File: src/core/tcd_pkg.sv
// package: constants and carrier types for the terminal control decoder
package tcd_pkg;
  // ****************************************
  // character codes
  // ****************************************
  localparam logic [6:0] CH_NUL    = 7'h00;
  localparam logic [6:0] CH_ETX    = 7'h03;
  localparam logic [6:0] CH_ENQ    = 7'h05;
  localparam logic [6:0] CH_ACK    = 7'h06;
  localparam logic [6:0] CH_BEL    = 7'h07;
  localparam logic [6:0] CH_VT     = 7'h0b;
  localparam logic [6:0] CH_CR     = 7'h0d;
  localparam logic [6:0] CH_SO     = 7'h0e;
  localparam logic [6:0] CH_SI     = 7'h0f;
  localparam logic [6:0] CH_ESC    = 7'h1b;
  localparam logic [6:0] CH_RUBOUT = 7'h7f;
  // ****************************************
  // character bit positions (bit n is index n-1)
  // ****************************************
  localparam int BIT1_POS = 0;
  localparam int BIT2_POS = 1;
  localparam int BIT6_POS = 5;
  localparam int BIT7_POS = 6;
  localparam int BIT8_POS = 7;
  localparam int BIT9_POS = 8;
  // ****************************************
  // geometry and timing
  // ****************************************
  localparam int  LAST_COLUMN     = 80;
  localparam int  CLK_HZ          = 10_000_000;
  localparam int  DELAY_LONG_MS   = 500;
  localparam int  DELAY_SHORT_MS  = 50;
  localparam int  DELAY_LONG_CYC  = CLK_HZ / 1000 * DELAY_LONG_MS;
  localparam int  DELAY_SHORT_CYC = CLK_HZ / 1000 * DELAY_SHORT_MS;
  localparam int  DELAY_W         = 23;
  // ****************************************
  // carriers
  // ****************************************
  typedef struct packed {
    logic       strobe;
    logic [8:0] data;
  } tcd_char_t;

  typedef struct packed {
    logic clear_column;
    logic down;
    logic right;
  } tcd_move_t;

  typedef struct packed {
    logic is_nul;
    logic is_etx;
    logic is_enq;
    logic is_ack;
    logic is_bel;
    logic is_vt;
    logic is_cr;
    logic is_so;
    logic is_si;
    logic is_esc;
    logic is_rubout;
    logic is_ctrl;
  } tcd_dec_t;
endpackage : tcd_pkg

File: src/core/tcd_char_decode.sv
// module: combinational control-character decoder
`timescale 1ns/1ps
`default_nettype none
module tcd_char_decode (
  input  wire logic [8:0]       data,
  input  wire logic             send8,
  output tcd_pkg::tcd_dec_t     dec
);
  import tcd_pkg::*;

  function automatic logic hit(input logic [8:0] d, input logic [6:0] c);
    hit = (d[BIT8_POS] == 1'b0) && (d[6:0] == c);
  endfunction : hit

  // ****************************************
  // decode, blocked entirely in eight-bit send
  // ****************************************
  always_comb begin
    dec           = '0;
    if (!send8) begin
      dec.is_nul    = hit(data, CH_NUL);
      dec.is_etx    = hit(data, CH_ETX);
      dec.is_enq    = hit(data, CH_ENQ);
      dec.is_ack    = hit(data, CH_ACK);
      dec.is_bel    = hit(data, CH_BEL);
      dec.is_vt     = hit(data, CH_VT);
      dec.is_cr     = hit(data, CH_CR);
      dec.is_so     = hit(data, CH_SO);
      dec.is_si     = hit(data, CH_SI);
      dec.is_esc    = hit(data, CH_ESC);
      dec.is_rubout = hit(data, CH_RUBOUT);
      dec.is_ctrl   = (data[BIT8_POS] == 1'b0) && (data[6:5] == 2'b00);
    end
  end
endmodule : tcd_char_decode
`default_nettype wire

File: src/core/tcd_top.sv
// module: terminal control-character and edit-control decoder
// ****************************************
// What this block does
// - break on full: last row plus down move asserts break at execute
// - page clear or home key clears the page-full break
// - page full drives busy unless busy-on-full option is off
// - direct wrap at column 80 or beyond gives clear_column and down
// - bell from request, protected entry or escape bel, only in retrace
// - rubout suppresses response unless dma active or reset key held
// - nul and etx suppress; etx also spaces right, nul does not
// - with reset key held every control character except rubout spaces right
// - decode si bel cr enq vt etx so ack nul; vt ack idle
// - escape so sends whole buffer, escape si transmittable data only
// - escape latches; next write strobe starts response delay busy
// - prompt in line mode restarts delay; 0.5 s or 50 ms
// - escape then bel issues copy request; hard copy reports busy
// - enter stores etx first, send does not, none if bit 8 true
// - buffer erase-to-end stops at end of line or next attribute
// - direct wrapped erase-to-end does cr and lf at end of line
// - end character closes every buffer send and read cursor
// - attribute bits lock protected fields, non-alpha check, bell on reject
// - cursor blanked during erase, copy, nul, tabbing, separator seek
// - eight-bit send disables control, escape and attribute decoding
// - bit 9 ruling characters not sent unless alternate transmit option
// - host output inhibit forces control data outputs off
// - bit 8 marks attribute code, always protected; bit 2 protection
// ****************************************
`timescale 1ns/1ps
`default_nettype none
module tcd_top #(
  parameter int unsigned DELAY_LONG  = tcd_pkg::DELAY_LONG_CYC,
  parameter int unsigned DELAY_SHORT = tcd_pkg::DELAY_SHORT_CYC
) (
  input  wire logic             mclk,
  input  wire logic             rst_n,
  input  wire logic             clk_en,
  input  wire tcd_pkg::tcd_char_t rx_char,
  input  wire logic             terminal_write_strobe,
  input  wire logic             key_data,
  input  wire logic             execute_phase,
  input  wire logic             down_move,
  input  wire logic             last_row_cursor_flag,
  input  wire logic [6:0]       cursor_column,
  input  wire logic             end_of_line_cursor,
  input  wire logic             direct_mode,
  input  wire logic             line_mode,
  input  wire logic             dma_active,
  input  wire logic             bell_request,
  input  wire logic             vsync,
  input  wire logic             page_clear,
  input  wire logic             home_key,
  input  wire logic             reset_key,
  input  wire logic             key_submit,
  input  wire logic             key_transmit,
  input  wire logic             erase_to_end_key,
  input  wire logic             read_cursor_done,
  input  wire logic             buffer_send_done,
  input  wire logic             tabbing_skip,
  input  wire logic             separator_seek,
  input  wire logic             field_attribute_flag,
  input  wire logic             field_protected,
  input  wire logic             field_non_alpha,
  input  wire logic             field_non_xmit,
  input  wire logic             hardcopy_busy,
  input  wire logic             host_output_inhibit,
  input  wire logic             eight_bit_send,
  input  wire logic             break_on_full_option,
  input  wire logic             busy_on_full_option,
  input  wire logic             wrap_option,
  input  wire logic             alt_set_xmit_option,
  input  wire logic             short_delay_option,
  input  wire logic [6:0]       prompt_char,
  input  wire logic [6:0]       end_char,
  output logic                  break_out,
  output logic                  terminal_busy_out,
  output logic                  host_response_busy,
  output logic                  escape_latched,
  output tcd_pkg::tcd_move_t    move,
  output logic                  response_suppress,
  output logic                  bell_ring,
  output logic                  copy_request,
  output logic                  send_all,
  output logic                  send_xmit_only,
  output logic                  store_etx,
  output logic                  erase_active,
  output logic                  end_char_valid,
  output logic [6:0]            end_char_out,
  output logic                  keyboard_lock,
  output logic                  write_reject,
  output logic                  char_xmit_ok,
  output logic                  attr_detect,
  output logic                  cursor_blank
);
  import tcd_pkg::*;

  // ****************************************
  // pin synchronisers
  // ****************************************
  logic [1:0] vsync_s, reset_key_s, home_s, hcb_s, ksub_s, ktx_s;

  always_ff @(posedge mclk or negedge rst_n) begin
    if (!rst_n) begin
      vsync_s     <= 2'b00;
      reset_key_s <= 2'b00;
      home_s      <= 2'b00;
      hcb_s       <= 2'b00;
      ksub_s      <= 2'b00;
      ktx_s       <= 2'b00;
    end else if (clk_en) begin
      vsync_s     <= {vsync_s[0], vsync};
      reset_key_s <= {reset_key_s[0], reset_key};
      home_s      <= {home_s[0], home_key};
      hcb_s       <= {hcb_s[0], hardcopy_busy};
      ksub_s      <= {ksub_s[0], key_submit};
      ktx_s       <= {ktx_s[0], key_transmit};
    end
  end

  logic vsync_q, rkey_q, home_q, hcb_q, ksub_q, ktx_q;
  assign vsync_q = vsync_s[1];
  assign rkey_q  = reset_key_s[1];
  assign home_q  = home_s[1];
  assign hcb_q   = hcb_s[1];
  assign ksub_q  = ksub_s[1];
  assign ktx_q   = ktx_s[1];

  // ****************************************
  // character decode
  // ****************************************
  tcd_dec_t dec;
  logic     stb;

  tcd_char_decode u_dec (
    .data  (rx_char.data),
    .send8 (eight_bit_send),
    .dec   (dec)
  );

  assign stb = rx_char.strobe;

  // attribute code: bit 8 true, unless eight-bit send masks detection
  logic is_attr;
  assign is_attr = rx_char.data[BIT8_POS] & ~eight_bit_send;

  // ****************************************
  // escape latch and page-full break
  // ****************************************
  logic page_full_r, esc_r;

  always_ff @(posedge mclk or negedge rst_n) begin
    if (!rst_n) begin
      esc_r <= 1'b0;
    end else if (clk_en && stb) begin
      esc_r <= dec.is_esc;  // escape arms only the next character
    end
  end

  // set wins over clear: a down move in the clearing cycle still breaks
  always_ff @(posedge mclk or negedge rst_n) begin
    if (!rst_n) begin
      page_full_r <= 1'b0;
    end else if (clk_en) begin
      if (last_row_cursor_flag && down_move && execute_phase) begin
        page_full_r <= 1'b1;
      end else if (page_clear || home_q) begin
        page_full_r <= 1'b0;
      end
    end
  end

  // ****************************************
  // response delay timer
  // ****************************************
  logic [DELAY_W-1:0] delay_r;
  logic               delay_start;
  assign delay_start = (esc_r && terminal_write_strobe)
                     || (line_mode && stb && !eight_bit_send
                         && rx_char.data[6:0] == prompt_char);

  always_ff @(posedge mclk or negedge rst_n) begin
    if (!rst_n) begin
      delay_r <= '0;
    end else if (clk_en) begin
      if (delay_start) begin
        delay_r <= short_delay_option ? DELAY_W'(DELAY_SHORT)
                                      : DELAY_W'(DELAY_LONG);
      end else if (delay_r != '0) begin
        delay_r <= delay_r - 1'b1;
      end
    end
  end

  // ****************************************
  // bell and copy
  // ****************************************
  logic bell_pend_r, copy_seen_r, reject;
  assign reject = key_data && field_attribute_flag
                && (field_protected || (field_non_alpha
                    && rx_char.data[BIT7_POS]));

  always_ff @(posedge mclk or negedge rst_n) begin
    if (!rst_n) begin
      bell_pend_r <= 1'b0;
    end else if (clk_en) begin
      if (bell_request || reject || (esc_r && stb && dec.is_bel)) begin
        bell_pend_r <= 1'b1;
      end else if (vsync_q) begin
        bell_pend_r <= 1'b0;  // rings during this retrace
      end
    end
  end

  always_ff @(posedge mclk or negedge rst_n) begin
    if (!rst_n) begin
      copy_seen_r <= 1'b0;
    end else if (clk_en) begin
      if (esc_r && stb && dec.is_bel) begin
        copy_seen_r <= 1'b1;
      end else if (hcb_q) begin
        copy_seen_r <= 1'b0;  // unit took it
      end
    end
  end

  // ****************************************
  // erase-to-end
  // ****************************************
  logic erase_r, erase_wrap;
  assign erase_wrap = erase_r && direct_mode && wrap_option
                    && end_of_line_cursor;

  always_ff @(posedge mclk or negedge rst_n) begin
    if (!rst_n) begin
      erase_r <= 1'b0;
    end else if (clk_en) begin
      if (erase_to_end_key && !erase_r) begin
        erase_r <= 1'b1;
      end else if (erase_r && (end_of_line_cursor
                   || (!direct_mode && is_attr && stb))) begin
        erase_r <= 1'b0;
      end
    end
  end

  // ****************************************
  // enter and send capture; only enter forms a one-cycle pulse
  // ****************************************
  logic ksub_d, ktx_d, etx_pend_r;
  always_ff @(posedge mclk or negedge rst_n) begin
    if (!rst_n) begin
      ksub_d <= 1'b0;
      ktx_d  <= 1'b0;
    end else if (clk_en) begin
      ksub_d <= ksub_q;
      ktx_d  <= ktx_q;
    end
  end

  logic next_right, next_clear_column, next_down, suppress;
  assign next_clear_column  = (direct_mode && wrap_option
                       && cursor_column >= 7'(LAST_COLUMN)) || erase_wrap;
  assign next_down  = next_clear_column;
  assign next_right = stb && ((rkey_q && dec.is_ctrl)
                    || (!rkey_q && dec.is_etx));
  assign suppress   = stb && !rkey_q && (dec.is_nul || dec.is_etx
                    || (dec.is_rubout && !dma_active));

  // ****************************************
  // registered outputs; move, suppress, copy, send, store_etx and end_char_valid gated by host inhibit
  // ****************************************
  logic inh;
  assign inh = host_output_inhibit;

  always_ff @(posedge mclk or negedge rst_n) begin
    if (!rst_n) begin
      break_out          <= 1'b0;
      terminal_busy_out  <= 1'b0;
      host_response_busy <= 1'b0;
      escape_latched     <= 1'b0;
      move               <= '0;
      response_suppress  <= 1'b0;
      bell_ring          <= 1'b0;
      copy_request       <= 1'b0;
      send_all           <= 1'b0;
      send_xmit_only     <= 1'b0;
      store_etx          <= 1'b0;
      erase_active       <= 1'b0;
      end_char_valid     <= 1'b0;
      end_char_out       <= 7'h00;
      keyboard_lock      <= 1'b0;
      write_reject       <= 1'b0;
      char_xmit_ok       <= 1'b0;
      attr_detect        <= 1'b0;
      cursor_blank       <= 1'b0;
    end else if (clk_en) begin
      break_out          <= page_full_r && break_on_full_option;
      terminal_busy_out  <= page_full_r && busy_on_full_option;
      host_response_busy <= (delay_r != '0);
      escape_latched     <= esc_r;
      move.clear_column  <= !inh && next_clear_column;
      move.down          <= !inh && next_down;
      move.right         <= !inh && next_right;
      response_suppress  <= !inh && suppress;
      // bell only rings in retrace
      bell_ring          <= bell_pend_r && vsync_q;
      copy_request       <= !inh && copy_seen_r;
      send_all           <= !inh && esc_r && stb && dec.is_so;
      send_xmit_only     <= !inh && esc_r && stb && dec.is_si;
      // enter stores etx unless bit 8 set; send stores nothing
      store_etx          <= !inh && ksub_q && !ksub_d
                            && !rx_char.data[BIT8_POS];
      erase_active       <= erase_r;
      end_char_valid     <= !inh && (buffer_send_done
                                     || read_cursor_done);
      end_char_out       <= end_char;
      keyboard_lock      <= field_attribute_flag
                            && field_protected;
      write_reject       <= reject;
      char_xmit_ok       <= !field_non_xmit
                            && (!rx_char.data[BIT9_POS]
                                || alt_set_xmit_option);
      attr_detect        <= is_attr;
      cursor_blank       <= erase_r || hcb_q || copy_seen_r
                            || (stb && dec.is_nul) || tabbing_skip
                            || separator_seek;
    end
  end
endmodule : tcd_top
`default_nettype wire

File: config.mk
export PLATFORM = sky130hd
export DESIGN_NAME = tcd_top
export DESIGN_NICKNAME = d
export VERILOG_FILES = /design/src/core/tcd_pkg.sv /design/src/core/tcd_char_decode.sv /design/src/core/tcd_top.sv
export SDC_FILE = /design/constraint.sdc
export NUM_CORES = 1
export LEC_CHECK = 0
export ABC_CLOCK_PERIOD_IN_PS = 2850
export BUFFER_PORTS_ARGS = -buffer_cell sky130_fd_sc_hd__clkbuf_2
export CORE_MARGIN = 1
export CORE_UTILIZATION = 50
export CTS_BUF_LIST = sky130_fd_sc_hd__clkbuf_2
export CTS_CLUSTER_SIZE = 40
export DETAILED_ROUTE_END_ITERATION = 8
export GPL_TIMING_DRIVEN = 0
export PLACE_DENSITY_LB_ADDON = 0.2
export SLEW_MARGIN = 25
export SYNTH_ARGS = -nofsm -noshare
export SYNTH_HDL_FRONTEND = slang
export SYNTH_SLANG_ARGS = --single-unit
File: constraint.sdc
create_clock -name mclk -period 2.85 [get_ports mclk]
set_input_delay 0.285 -clock mclk [delete_from_list [all_inputs] [get_ports mclk]]
set_output_delay 0.285 -clock mclk [all_outputs]
set_load 0.03 [all_outputs]
==> reports/results.txt <==
status -> finished, final reports clean
critical-path cell list -> dlygate4sd3_1, clkbuf_2, xnor2_1, nand4_1, o41ai_1, clkbuf_1, and2_1, buf_2, nor2_1, mux2i_1
CTS tree -> built
Synth Area in Compound Gates -> 0.152
Final Non-Filler Cells -> 522
Tcrit/Tclk final -> 0.895
worst path buffer plus inverter count -> 4
CP Class -> input pin to register
GRT overflow -> 0
number of fill cells -> 498
Setup-failing EPs final -> 0
DR pass1 iterations -> 4
Setup TNS -> 0 ps
slowest stage delay, CP -> 540 ps
Worst R2R Start -> delay_r[12]
Detailed Route Iter0 Violations -> 195
mux contribution to synthesized area -> 0.0897
fmax -> 0.392 GHz
final slew viol count -> 0
Synth Register Bits -> 65
main combinational cell family by area after synthesis -> simple AND/OR/NAND/NOR gates
Final min period -> 2550 ps
core area -> 0.00631 mm^2
hold crit path type -> input pin to register
hold path depth -> 3
ratio of cells with drive above 1 in the final layout -> 0.324
Layout Skew -> 48.3 ps
total wire length -> 8410 um
mapped cell area -> 0.00325 mm^2
sequential fraction of the synthesis area -> 0.500
clock sink count -> 65
Adder-Cell Fraction of Synth Area -> 0.00385
PortBufs -> 87
Yosys top cell by area -> dfrtp_1
Synth top cells by count -> dfrtp_1, nor2_1, mux2_2
initial antenna violation count -> 0
CP Depth -> 10
vias per cell -> 5.72
Async S/R FF share, synth -> 1.00
slowest cell on the critical path -> dlygate4sd3_1
RSZ-0062 raised after global routing -> false
endpoint type of the worst setup path -> register
CP arrival -> 3010 ps
top-area cell type share of the netlist area -> 0.500
vias -> 2986
CTS buffer count -> 9
Routed Antenna Nets -> 0
worst skew pair latency -> 540 ps
Hold Vio Cnt, Final -> 0
placed insts -> 482
CTS H-tree lvls -> 3
io pins -> 94
HPWL Detailed -> 5790 um
area of the multi-input gates -> 0.00146 mm^2
Worst-path clk slew -> 200 ps
Net count, final -> 508
post-synthesis xor/xnor area fraction -> 0.0350
startpoint types -> input pin
Unique masters post-synth -> 57
worst slew pin tran -> 599 ps
Die ar. -> 0.00683 mm^2
Syn Area/Cell -> 10.3 um^2
Worst setup startpoint -> rx_char[0]
Mapped Cells -> 317
ANT cells -> 0
# DRC -> 0
PwrDens -> 588 mW/mm^2
hold_sp -> field_attribute_flag
net count after synthesis -> 385
CTS root buf -> clkbuf_2
Die Span Y -> 82.6 um
post-synthesis simple-gate area fraction -> 0.167
Storage cell area -> 0.00163 mm^2
synth top area cells -> dfrtp_1, mux2_2, nor2_1
row cnt -> 29
largest net degree at the start of global routing -> 45
WL/cell -> 16.1 um
GP Congestion -> 0.835
Worst Path Max Fanout -> 10
GRT Util Overall -> 0.264
first-pass GRT wire length -> 13100 um
die width -> 82.6 um
Initial Utilization -> 0.515
area delta synth->final -> 29.4%
warnings from Yosys -> 0
dominant synthesized flop cell -> dfrtp_1
most common cell in the netlist -> dfrtp_1
Post-synth EDFFs -> 0
maxcap violations -> 0
vias in the first global route -> 2765
slew margin rel. -> 0.595
worst vdd ir -> 397 uV
Longest Clk Path Bufs -> 2
LEAKAGE -> 0.00195 uW
Worst Reg-to-Reg Cells -> 8
Critical Path RT -> 3310 ps
CP top delay family -> buffers and inverters
## final timing paths
check	end	slack, ps
setup reg to reg	delay_r[6]	310
max in group asynchronous	bell_ring	2110
min in group asynchronous	break_out	160
hold reg to reg	reset_key_s[0]	530
setup / recovery	delay_r[18]	300
hold / removal	keyboard_lock	40
## registers in the layout, summed over array words and instances (netlist names), 2 cells and up
register / cells
delay_r: 23
move: 2
reset_key_s: 2
home_s: 2
vsync_s: 2
ksub_s: 2
end_char_out: 7
hcb_s: 2
## stage by stage
stage                     total power, uW  area [um^2]  hold WS [ps]  setup WS, ps  utilization
final                                2470         4210          43.0           299        0.666
after global routing                 2590         4210          25.3          97.1        0.666
after CTS                            2470         4200          8.03           204        0.665
after detailed placement             1730         3800           235           236        0.603
after global placement               1700         3780           482           280        0.599
after floorplan                      1540         3250         -10.6           625            -
## cell type report
class | count | share of cell area
Buffer | 15 | 0.0220
Clock buffer | 9 | 0.0107
Clock inverter | 7 | 0.0259
Inverter | 21 | 0.0187
Multi-Input combinational cell | 216 | 0.347
Sequential cell | 65 | 0.387
Tap cell | 77 | 0.0229
Timing Repair Buffer | 112 | 0.166
## where the power goes
group | switching (uW) | internal [uW] | total (uW)
Combinational | 308 | 244 | 552
Clock | 404 | 311 | 715
Sequential | 142 | 1060 | 1200
## what timing repair did
item	4_1_cts	5_1_grt
setup buffers	0	0
resized for setup	0	1
setup endpoints to repair	0	3
hold endpoints to repair	85	0
hold buffers	24	0
## logic make-up after synthesis
kind of cell	count (synthesis)
compound gates	74
xor+xnor	13
fa+ha+maj	1
buf+inv	36
flops	65
mux	26
simple gates	102
## metal layers
layer  vias to the layer above  global-route usage  part of all wire
met5                         -                   0                 0
met4                         0               0.122             0.020
met3                        14              0.0484             0.057
met2                       119               0.414              0.47
met1                      1442               0.354              0.45
li1                       1411                   -                 -
## worst register-to-register path: stages (launching register included)
cell and delay [ps]:
dfrtp_1 470, nor4_2 420, nand4_1 260, or4_4 470, buf_6 150, o21ai_2 220, buf_6 200, buf_12 140
o21ai_0 100
## cells in the final DEF (no fill, tap or decap), types with 3 or more instances in the layout
cell type / synthesis / final
a21oi_1: 20 / 20
a31oi_1: 3 / 3
buf_1: 4 / 4
clkbuf_1: 6 / 6
clkbuf_2: 0 / 95
dfrtp_1: 65 / 65
dlygate4sd3_1: 0 / 24
inv_1: 21 / 21
mux2_2: 25 / 25
nand2_1: 18 / 18
nand3_1: 12 / 12
nand4_1: 4 / 4
nand4b_1: 3 / 3
nor2_1: 28 / 28
nor3_1: 6 / 6
nor4_1: 6 / 5
o21a_1: 3 / 3
o21ai_0: 12 / 12
o21ai_2: 4 / 4
o22ai_1: 6 / 6
o31ai_1: 4 / 4
or3_1: 3 / 3
or4_1: 9 / 9
xnor2_1: 6 / 6
xor2_1: 7 / 7
Note: power is estimated with default switching activity, not from simulation.
